==> src/include/gtp_pkg.sv <==
// constants and types for the gear tooth peak detector
package gtp_pkg;
  localparam int          SAMPLE_W    = 10;
  localparam int          HYST_W      = 4;
  localparam int          CLK_MHZ     = 125;
  localparam int          INIT_MS     = 50;
  localparam int          INIT_CYC    = INIT_MS * 1000 * CLK_MHZ;
  localparam int          SAMPLE_DIV  = 125;
  localparam logic [3:0]  HYST_RST    = 4'h8;
  localparam logic [9:0]  SAMPLE_RST  = 10'h000;

  typedef enum logic [1:0] {
    GTP_ST_INIT    = 2'b00,
    GTP_ST_FALLING = 2'b01,
    GTP_ST_RISING  = 2'b10
  } gtp_state_t;
endpackage : gtp_pkg

==> src/include/gtp_smp_if.sv <==
// sample handoff between the sampler and the tracker
`timescale 1ns/10ps
interface gtp_smp_if;
  logic       valid;
  logic [9:0] data;
  modport src (output valid, output data);
  modport dst (input  valid, input  data);
endinterface : gtp_smp_if

==> src/hdl/gtp_sampler.sv <==
// sample-rate divider and digital sample-and-hold
`timescale 1ns/10ps
module gtp_sampler
  import gtp_pkg::*;
#(
  parameter int DIV = SAMPLE_DIV
) (
  input  wire logic                i_clk,
  input  wire logic                i_rst_n,
  input  wire logic                i_adc_valid,
  input  wire logic [SAMPLE_W-1:0] i_adc_data,
  gtp_smp_if.src                   smp
);
  typedef struct packed {
    logic [15:0]         cnt;
    logic                valid;
    logic [SAMPLE_W-1:0] held;
  } gtp_smp_st_t;

  gtp_smp_st_t st_r;
  gtp_smp_st_t st_nxt;

  initial begin
    if (DIV < 1 || DIV > 65535) $error("DIV out of range");
  end

  // converter words are captured only on the divider tick, holding the rest
  always_comb begin
    st_nxt       = st_r;
    st_nxt.valid = 1'b0;
    if (st_r.cnt == 16'(DIV - 1)) begin
      st_nxt.cnt = 16'h0000;
      if (i_adc_valid) begin
        st_nxt.held  = i_adc_data;
        st_nxt.valid = 1'b1;
      end
    end else begin
      st_nxt.cnt = st_r.cnt + 16'h0001;
    end
  end

  always_ff @(posedge i_clk) begin
    if (!i_rst_n) begin
      st_r <= '{cnt: 16'h0000, valid: 1'b0, held: SAMPLE_RST};
    end else begin
      st_r <= st_nxt;
    end
  end

  assign smp.valid = st_r.valid;
  assign smp.data  = st_r.held;

  AST_HOLD_STABLE: assert property (@(posedge i_clk) disable iff (!i_rst_n)
    !st_r.valid |-> $stable(st_r.held))
    else $error("held sample changed without a strobe");
endmodule : gtp_sampler

==> src/hdl/gtp_detector.sv <==
// top: peak and valley tracker driving an open-drain output
`timescale 1ns/10ps
module gtp_detector
  import gtp_pkg::*;
#(
  parameter int INIT_CYCLES = INIT_CYC,
  parameter int DIV         = SAMPLE_DIV
) (
  input  wire logic                i_clk,
  input  wire logic                i_rst_n,
  input  wire logic                i_adc_valid,
  input  wire logic [SAMPLE_W-1:0] i_adc_data,
  input  wire logic [HYST_W-1:0]   i_hyst,
  output logic                     o_out_o,
  output logic                     o_out_oe,
  output logic                     o_ready
);
  ////////////////////////////////////////////////////////////////////////////
  typedef struct packed {
    gtp_state_t          state;
    logic [SAMPLE_W-1:0] ext;
    logic [HYST_W-1:0]   hyst;
    logic [26:0]         init_cnt;
    logic                ready;
    logic                out_low;
  } gtp_st_t;

  gtp_st_t st_r;
  gtp_st_t st_nxt;

  gtp_smp_if smp ();

  initial begin
    if (INIT_CYCLES < 1 || INIT_CYCLES > 134217727)
      $error("INIT_CYCLES out of range");
  end

  gtp_sampler #(
    .DIV (DIV)
  ) u_sampler (
    .i_clk       (i_clk),
    .i_rst_n     (i_rst_n),
    .i_adc_valid (i_adc_valid),
    .i_adc_data  (i_adc_data),
    .smp         (smp)
  );

  ////////////////////////////////////////////////////////////////////////////
  // distances widened by one bit so underflow cannot wrap into a trip
  logic [SAMPLE_W:0] rise_d;
  logic [SAMPLE_W:0] fall_d;
  logic              rise_trip;
  logic              fall_trip;

  always_comb begin
    rise_d    = {1'b0, smp.data} - {1'b0, st_r.ext};
    fall_d    = {1'b0, st_r.ext} - {1'b0, smp.data};
    rise_trip = !rise_d[SAMPLE_W] &&
                (rise_d >= (SAMPLE_W+1)'(st_r.hyst));
    fall_trip = !fall_d[SAMPLE_W] &&
                (fall_d >= (SAMPLE_W+1)'(st_r.hyst));
  end

  always_comb begin
    st_nxt = st_r;
    if (!st_r.ready) begin
      // output is not trusted until the settle time passes
      if (st_r.init_cnt == 27'(INIT_CYCLES - 1)) begin
        st_nxt.ready = 1'b1;
      end else begin
        st_nxt.init_cnt = st_r.init_cnt + 27'h000_0001;
      end
    end
    if (smp.valid) begin
      case (st_r.state)
        GTP_ST_INIT: begin
          // output high means the field last fell, so look for a valley
          st_nxt.ext   = smp.data;
          st_nxt.state = GTP_ST_FALLING;
        end
        GTP_ST_FALLING: begin
          if (smp.data < st_r.ext) begin
            st_nxt.ext = smp.data;
          end else if (rise_trip) begin
            st_nxt.out_low = 1'b1;
            st_nxt.ext     = smp.data;
            st_nxt.state   = GTP_ST_RISING;
          end
        end
        GTP_ST_RISING: begin
          if (smp.data > st_r.ext) begin
            st_nxt.ext = smp.data;
          end else if (fall_trip) begin
            st_nxt.out_low = 1'b0;
            st_nxt.ext     = smp.data;
            st_nxt.state   = GTP_ST_FALLING;
          end
        end
        default: begin
          st_nxt.state = GTP_ST_INIT;
        end
      endcase
    end
  end

  always_ff @(posedge i_clk) begin
    if (!i_rst_n) begin
      // reset stands for a fast power-up, so the output starts released
      st_r.state    <= GTP_ST_INIT;
      st_r.ext      <= SAMPLE_RST;
      st_r.hyst     <= HYST_RST;
      st_r.init_cnt <= 27'h000_0000;
      st_r.ready    <= 1'b0;
      st_r.out_low  <= 1'b0;
    end else begin
      st_r      <= st_nxt;
      // hysteresis code is re-sampled from i_hyst on every clock after release
      st_r.hyst <= i_hyst;
    end
  end

  // open drain: only ever pulls low, the external pull-up gives high
  assign o_out_o  = 1'b0;
  assign o_out_oe = st_r.out_low;
  assign o_ready  = st_r.ready;

  ////////////////////////////////////////////////////////////////////////////
  AST_RESET_HIGH: assert property (@(posedge i_clk)
    !i_rst_n |=> !o_out_oe)
    else $error("output not released after reset");

  AST_GO_LOW: assert property (@(posedge i_clk) disable iff (!i_rst_n)
    (st_r.state == GTP_ST_FALLING && smp.valid && smp.data >= st_r.ext &&
     rise_trip) |=> (o_out_oe && st_r.state == GTP_ST_RISING))
    else $error("output did not go low after valley reversal");

  AST_GO_HIGH: assert property (@(posedge i_clk) disable iff (!i_rst_n)
    (st_r.state == GTP_ST_RISING && smp.valid && smp.data <= st_r.ext &&
     fall_trip) |=> (!o_out_oe && st_r.state == GTP_ST_FALLING))
    else $error("output did not go high after peak reversal");

  AST_NO_CHANGE_IDLE: assert property (@(posedge i_clk) disable iff (!i_rst_n)
    !smp.valid |=> $stable(o_out_oe))
    else $error("output changed without a sample");

  AST_RELOAD: assert property (@(posedge i_clk) disable iff (!i_rst_n)
    $changed(o_out_oe) |-> st_r.ext == $past(smp.data))
    else $error("extreme not reloaded on transition");

  AST_TRACK_MIN: assert property (@(posedge i_clk) disable iff (!i_rst_n)
    (st_r.state == GTP_ST_FALLING && smp.valid && smp.data < st_r.ext)
    |=> st_r.ext == $past(smp.data))
    else $error("valley not tracked");

  AST_TRACK_MAX: assert property (@(posedge i_clk) disable iff (!i_rst_n)
    (st_r.state == GTP_ST_RISING && smp.valid && smp.data > st_r.ext)
    |=> st_r.ext == $past(smp.data))
    else $error("peak not tracked");

  AST_READY_HOLD: assert property (@(posedge i_clk) disable iff (!i_rst_n)
    o_ready |=> o_ready)
    else $error("ready dropped");

  AST_NOT_EARLY: assert property (@(posedge i_clk) disable iff (!i_rst_n)
    $rose(o_ready) |-> $past(st_r.init_cnt) == 27'(INIT_CYCLES - 1))
    else $error("ready before init interval");
endmodule : gtp_detector

==> config.mk <==
export PLATFORM = sky130hd
export DESIGN_NAME = gtp_detector
export DESIGN_NICKNAME = d
export VERILOG_FILES = /design/src/include/gtp_pkg.sv /design/src/include/gtp_smp_if.sv /design/src/hdl/gtp_sampler.sv /design/src/hdl/gtp_detector.sv
export SDC_FILE = /design/constraint.sdc
export NUM_CORES = 1
export LEC_CHECK = 0
export ABC_CLOCK_PERIOD_IN_PS = 9100
export BUFFER_PORTS_ARGS = -buffer_cell sky130_fd_sc_hd__clkbuf_2
export CAP_MARGIN = 10
export CORE_UTILIZATION = 55
export CTS_CLUSTER_SIZE = 20
export DETAILED_ROUTE_END_ITERATION = 8
export PLACE_DENSITY = 0.73
export RECOVER_POWER = 50
export SYNTH_ARGS = -nofsm -noshare
export SYNTH_HDL_FRONTEND = slang
export SYNTH_SLANG_ARGS = --single-unit
export TNS_END_PERCENT = 5
==> constraint.sdc <==
create_clock -name i_clk -period 9.1 [get_ports i_clk]
set_input_delay 1.365 -clock i_clk [delete_from_list [all_inputs] [get_ports i_clk]]
set_output_delay 1.365 -clock i_clk [all_outputs]
set_load 0.05 [all_outputs]
==> metrics, run 1 <==
Top Ports=20; vias=roughly 3400; layout cells sized above 1=slightly above 8%; # diodes=0; die height=89.9 um; Hold Vio Cnt, Final=0; CP Class=flip-flop to flip-flop; Slew Limit Fails=37; crit path cell chain=ha_1 > inv_1 > fa_1 > xor2_1 > ha_1 > a21oi_1 > o21ai_0 > a21o_2 > a2111o_1 > o41ai_2 > a21oi_1 > a31o_1 > mux2i_1; met2 Resource Use GR=38.5%; Die W=89.9 um; Non-Filler Instances=617; synth warn=0; crit-path leading delay family=compound AO/OA/AOI/OAI gates; Critical Path Start Type=flip-flop; WP buf/inv=1; Routed Antenna Nets=0; Worst Hold Class=flip-flop to flip-flop; gr ovfl total=0; Pwr Density=130 nW/um^2; CTS Root Cell=clkbuf_8; Clock Latency Late Sink=0.35 ns; Port Buf Inserts=18; num rows=31; Core ar.=7370 um^2; drt total wl=8030 um; cell area after synthesis=about 4200 um^2; Crit. End Element=flip-flop; Post CTS Setup Buffer Count=0; outcome=finished with violations; clk sinks=72; routability congestion estimate=0.849; Vias/cell=5.48; dpl cells=roughly 600; critical path data arrival time=3.88 ns; Finished Cell Area=around 4500 um^2; CP max stage delay=0.43 ns; Clock Pin Slew Worst Setup and Hold Paths=0.07 ns; initial antenna violation count=0; placed instance area=between 4000 and 5000 um^2; Post-synth top flop=dfxtp_1; hpwl dp=5850 um; Area Overhead vs Synth=6.45%; CTS buffer count=9; starting density of the core=57.7%; Tcrit/Tclk final=40.5%; Post-Syn Nets=550; post-synthesis sequential area ratio=33.9%; post-CTS sizing=0; Period minus WS final=3.68 ns; Most Crowded Layer GR=met2; Post-Syn Instances=501; Global Route met1 Usage=24.9%; DIE AREA=8080 um^2; CTS H-tree depth=3; Slew @ Worst Pin=between 1.5 and 2 ns; Layout Nets=563; DRT Pass-1 Iters=5; setup violators final=0; fin util=61.4%; Max Cap Violations=1; total leakage power=1.83 nW; Setup Skew=0.00689 ns; WL/cell=13.0 um; setup_tns=0 ns; RSZ-0062 raised after global routing=false; Critical-path top delay cell=a31o_1; EDFF count, synth=0; CTS tree=done; initial DRC count=129; CTS Buffer Depth=2; post-synthesis register bit count=72; CTS Hold Bufs=0; crit-path max FO=10; Tot Pwr=0.589 mW; VDD IR max=0.0000669 V; Slew HR=-5.77%; Synth async-reset ratio=0%; Setup WS pre-CTS=between 5 and 6 ns; total track usage=21.6%; Residual DRC=0; first-pass GRT wire length=14300 um; Worst Hold Slack=0.480 ns; Avg Inst Size Synth=8.48 um^2; top achievable clock speed=approximately 0.27 GHz; failing checks=capacitance limit, slew limit; WP data required=9.30 ns; Setup WS post-layout=5.42 ns; largest net degree at the start of global routing=37; met3 Usage GRT=around 4.8%; number of global-route vias before repair=3331; Yosys cell types=65
## placed cells by master (no fill, tap or decap), types with 3 or more instances in the layout
cell,instances
o21a_1,4
xnor2_1,21
clkbuf_2,15
or3_1,11
dfxtp_1,72
a21oi_1,15
clkbuf_8,10
xor2_1,20
nor4_1,3
nand3_1,19
and3_1,12
a21o_1,4
o21ai_0,17
and2_1,8
mux2i_1,21
o211ai_1,3
nand4_1,5
inv_1,39
nor3_1,8
nor2_1,71
nor2b_1,3
and4_1,4
nand2_1,42
a211oi_1,4
clkbuf_1,6
nand2b_1,3
ha_1,30
## per-layer routing
| layer | vias up | routed length, um |
|---|---|---|
| met4 | 0 | 174 |
| met3 | 17 | 248 |
| met2 | 46 | 4010 |
| li1 | 1738 | - |
| met1 | 1578 | 3600 |
| met5 | - | 0 |
## worst paths after layout
| check | slack [ns] | depth (start not counted) | end | from |
|---|---|---|---|---|
| setup / recovery | 5.42 | 13 | st_r[39]$_SDFFE_PN0P_ | u_sampler.smp.data[0]$_SDFFE_PN0P_ |
| hold / removal | 0.48 | 2 | st_r[40]$_SDFFE_PN0P_ | st_r[40]$_SDFFE_PN0P_ |
| setup reg to reg | 5.42 | 13 | st_r[39]$_SDFFE_PN0P_ | u_sampler.smp.data[0]$_SDFFE_PN0P_ |
| hold reg to reg | 0.48 | 2 | st_r[40]$_SDFFE_PN0P_ | st_r[40]$_SDFFE_PN0P_ |
## report_power, final
part           internal, mW  switching, mW  total (mW)
logic               0.00831         0.0128      0.0211
registers             0.318        0.00266       0.321
clock network         0.132          0.115       0.247
total                 0.459          0.130       0.589
## cell families (layout without fill, tap and decap cells)
group	after synthesis	count (layout)	share of synthesized area, %
DFF	72	72	33.9
xor gates and xnor gates	41	41	8.45
other	1	1	0.0883
muxes	21	21	4.95
and+or+nand+nor	202	202	23.6
buffers and inverters	56	73	6.45
adders and majority gates	32	32	9.78
AOI/OAI and AO/OA	76	76	12.8
## Yosys cell counts, types with 3 or more instances
| cell type | instances | share of area, % |
|---|---|---|
| nor2b_1 | 3 | 0.44 |
| or3_1 | 11 | 1.6 |
| nor2_1 | 71 | 6.3 |
| o211ai_1 | 3 | 0.53 |
| nand2b_1 | 3 | 0.44 |
| inv_1 | 39 | 3.4 |
| nand3_1 | 19 | 2.2 |
| a21o_1 | 4 | 0.71 |
| dfxtp_1 | 72 | 34 |
| buf_6 | 4 | 1.1 |
| nor3_1 | 8 | 0.94 |
| xor2_1 | 20 | 4.1 |
| and4_1 | 4 | 0.82 |
| and2_1 | 8 | 1.2 |
| ha_1 | 30 | 8.8 |
| clkbuf_1 | 7 | 0.62 |
| a211oi_1 | 4 | 0.71 |
| nor4_1 | 3 | 0.44 |
| xnor2_1 | 21 | 4.3 |
| mux2i_1 | 21 | 4.9 |
| and3_1 | 12 | 1.8 |
| o21a_1 | 4 | 0.71 |
| nand4_1 | 5 | 0.74 |
| a21oi_1 | 15 | 1.8 |
| nand2_1 | 42 | 3.7 |
| o21ai_0 | 17 | 2.0 |
## cell type report
| class | instances | area (um^2) |
|---|---|---|
| clock inverter | 3 | 42.5 |
| clock buffer | 12 | 145 |
| sequential | 72 | 1440 |
| multi-input combinational | 373 | 2530 |
| timing repair buffer | 19 | 90.1 |
| fill | 641 | 2850 |
| tap | 99 | 124 |
| inverter | 39 | 146 |
## registers in the layout, indices dropped and copies added, names as in the netlist
name and cells:
o_out_oe 1, o_ready 1, st_nxt 4, st_r 39, u_sampler.smp.data 10, u_sampler.smp.valid 1, u_sampler.st_r 16
## tightest hold or removal path, delay by kind of cell (launching register included)
family,cells,cell delay [ns]
simple gates,1,0.06
flops,1,0.32
mux,1,0.05
(Power assumes the default switching activity.)
==> run 2, diff against run 1 <==
--- a/config.mk
+++ b/config.mk
@@ -5,13 +5,14 @@
 export SDC_FILE = /design/constraint.sdc
 export NUM_CORES = 1
 export LEC_CHECK = 0
-export ABC_CLOCK_PERIOD_IN_PS = 9100
+export ABC_AREA = 1
+export ABC_CLOCK_PERIOD_IN_PS = 3800
 export BUFFER_PORTS_ARGS = -buffer_cell sky130_fd_sc_hd__clkbuf_2
 export CAP_MARGIN = 10
 export CORE_UTILIZATION = 55
 export CTS_CLUSTER_SIZE = 20
 export DETAILED_ROUTE_END_ITERATION = 8
-export PLACE_DENSITY = 0.73
+export PLACE_DENSITY = 0.72
 export RECOVER_POWER = 50
 export SYNTH_ARGS = -nofsm -noshare
 export SYNTH_HDL_FRONTEND = slang
==> constraint.sdc (replaced) <==
create_clock -name i_clk -period 3.8 [get_ports i_clk]
set_input_delay 0.57 -clock i_clk [delete_from_list [all_inputs] [get_ports i_clk]]
set_output_delay 0.57 -clock i_clk [all_outputs]
set_load 0.05 [all_outputs]
==> run 2 against run 1 <==
The flow still finishes with violations (capacitance limit, slew limit). Register-to-register slack lost 4.7 ns. Clock skew grew 0.00058 ns. Non-clock buffer count grew 2. Die area grew 10%. Hold slack lost 0.071 ns. Critical path depth grew 7. Synthesized cell count grew 42%.
==> metrics, run 2 <==
Top Ports=20; total track usage=24.2%; DIE AREA=8910 um^2; Psw=0.326 mW; commonest non-fill, non-tap cell in the layout=nand2_1; setup_tns=0 ns; Layout Nets=slightly below 800; Vias/cell=5.16; area of the multi-input gates=2700 um^2; fillers=between 800 and 900; outcome=finished with violations; WP data required=4.06 ns; failing checks=capacitance limit, slew limit; top-area cell type share of the netlist area=30.7%; Yosys cell types=38; Slew HR=-3.62%; RSZ-0062 raised after global routing=false; drt total wl=9760 um; CP Class=flip-flop to flip-flop; total leakage power=2.19 nW; starting density of the core=56.9%; Core ar.=a little over 8000 um^2; cell area after synthesis=4700 um^2; Critical Path Start Type=flip-flop; crit-path max FO=20; CTS buffer count=9; clock share of power=approximately 47%; most common cell in the netlist=nand2_1; largest registers=st_r: 39 flops, u_sampler.st_r: 16 flops, u_sampler.smp.data: 10 flops; CTS tree=done; Synth async-reset ratio=0%; number of global-route vias before repair=around 4100; Synth top cells by count=nand2_1 (169), inv_1 (112), dfxtp_1 (72); Tcrit/Tclk final=about four fifths; critical path data arrival time=roughly 3.4 ns; Worst Hold Class=input pin to flip-flop; Setup WS post-layout=0.703 ns; Slew @ Worst Pin=1.55 ns; Post-Syn Instances=710; most frequent cells in the layout=nand2_1 (169), inv_1 (112), dfxtp_1 (72), nor2_1 (62), a21oi_1 (59); CTS H-tree depth=3; Setup Skew=0.00747 ns; post-CTS sizing=0; Post CTS Setup Buffer Count=0; CTS Buffer Depth=2; Switching Share=20.8%; Finished Cell Area=5040 um^2; vias=4294; Routed Antenna Nets=0; placed instance area=between 4000 and 5000 um^2; Hold Vio Cnt, Final=0; Top reg by flops=st_r; initial DRC count=152; area leader, netlist=dfxtp_1; DRT Pass-1 Iters=5; Pint=1.24 mW; post-synthesis sequential area ratio=around 31%; Period minus WS final=3.10 ns; routability congestion estimate=0.907; top post-synthesis cells by area=dfxtp_1 (31%), nand2_1 (14%), inv_1 (9.0%), ha_1 (8.0%), a21oi_1 (6.3%); largest net degree at the start of global routing=39; max reg flops=39; Die W=94.4 um; Seq pwr share=48.9%; post-synthesis register bit count=72; CTS Hold Bufs=0; # diodes=0; CTS Root Cell=clkbuf_8; Crit. End Element=flip-flop; WL/cell=11.7 um; first-pass GRT wire length=17200 um; hpwl dp=7510 um; Post-Syn Nets=759; top achievable clock speed=0.323 GHz; Post-synth top flop=dfxtp_1; gr ovfl total=0; Max Cap Violations=1; Avg Inst Size Synth=~6.6 um^2; Setup WS pre-CTS=0.748 ns; Area Overhead vs Synth=7.43%; synth warn=0; die height=between 90 and 100 um; initial antenna violation count=0; VDD IR max=approximately 0.00036 V; Clock Pin Slew Worst Setup and Hold Paths=about 0.07 ns; num rows=33; EDFF count, synth=0; Comb pwr share=4.1%; layout cells sized above 1=7.15%; clk sinks=72; Slew Limit Fails=39; Residual DRC=0; Port Buf Inserts=18; Clock Latency Late Sink=0.34 ns; setup violators final=0; Pwr Density=310 nW/um^2; register area=1440 um^2
[run 2: worst paths after layout]
| check | start | endpoint | slack [ns] | cells past startpoint |
|---|---|---|---|---|
| worst min register to register | st_r[4]$_SDFFE_PN0P_ | st_r[4]$_SDFFE_PN0P_ | 0.44 | 1 |
| worst min-delay path | i_hyst[0] | st_nxt[29]$_SDFF_PN0_ | 0.41 | 3 |
| worst max register to register | u_sampler.smp.data[0]$_SDFFE_PN0P_ | st_r[36]$_SDFFE_PN0P_ | 0.70 | 20 |
| worst max-delay path | u_sampler.smp.data[0]$_SDFFE_PN0P_ | st_r[36]$_SDFFE_PN0P_ | 0.70 | 20 |
[run 2: per-layer routing]
layer,routed length [um],GRT usage (%),part of all wire (%),up-vias
li1,-,-,-,2304
met4,157,8.85,1.6,0
met3,328,4.27,3.4,16
met5,0,0,0,-
met2,4790,44.3,49,66
met1,4480,28.0,46,1908
[run 2: final cells by class]
| class | instances | share of cell area (%) |
|---|---|---|
| multi-input cells | 505 | 53.5 |
| flip-flops and latches | 72 | 28.6 |
| inverters | 113 | 8.41 |
| clock buffers | 11 | 2.80 |
| well taps | 105 | 2.60 |
| clock inverters | 5 | 2.06 |
| repair buffers | 21 | 2.03 |
[run 2: cells by family after synthesis]
logic type,count (synthesis),synth area share (%)
compound gates,95,11.0
xor+xnor,17,3.17
fa+ha+maj,32,8.85
buf+inv,133,11.7
flops,72,30.7
other cells,1,0.0799
simple gates,360,34.5
[run 2: worst max-delay path: stages (launching register included)]
cell,delay (ns)
dfxtp_1,0.32
inv_1,0.09
ha_1,0.16
inv_1,0.10
fa_1,0.42
xor2_1,0.19
ha_1,0.33
a21oi_1,0.14
nand2_1,0.06
nand2_1,0.06
nand3_1,0.09
nor2_1,0.12
nand2_1,0.06
nor2_1,0.14
nand3_1,0.09
nand2_1,0.09
nand3_1,0.07
buf_4,0.21
nand3_1,0.10
nand2_1,0.05
nor2_1,0.14
[run 2: through the flow]
stage | hold WS (ns) | power [mW] | util [%] | std cells
CTS | 0.391 | 1.58 | 61.3 | 832
finish | 0.409 | 1.57 | 61.1 | 832
global route | 0.399 | 1.62 | 61.1 | 832
detailed placement | 0.434 | 0.848 | 58.3 | 816
floorplan | 0.412 | 0.829 | - | 710
global placement | 0.426 | 0.847 | 58.3 | 816
[run 2: power by group through the flow]
stage / clock, mW / combinational (mW) / sequential (mW)
detailed placement: 0 / 0.0642 / 0.784
global route: 0.783 / 0.0742 / 0.767
finish: 0.736 / 0.0639 / 0.766
floorplan: 0 / 0.0464 / 0.783
global placement: 0 / 0.0627 / 0.784
CTS: 0.751 / 0.0645 / 0.766
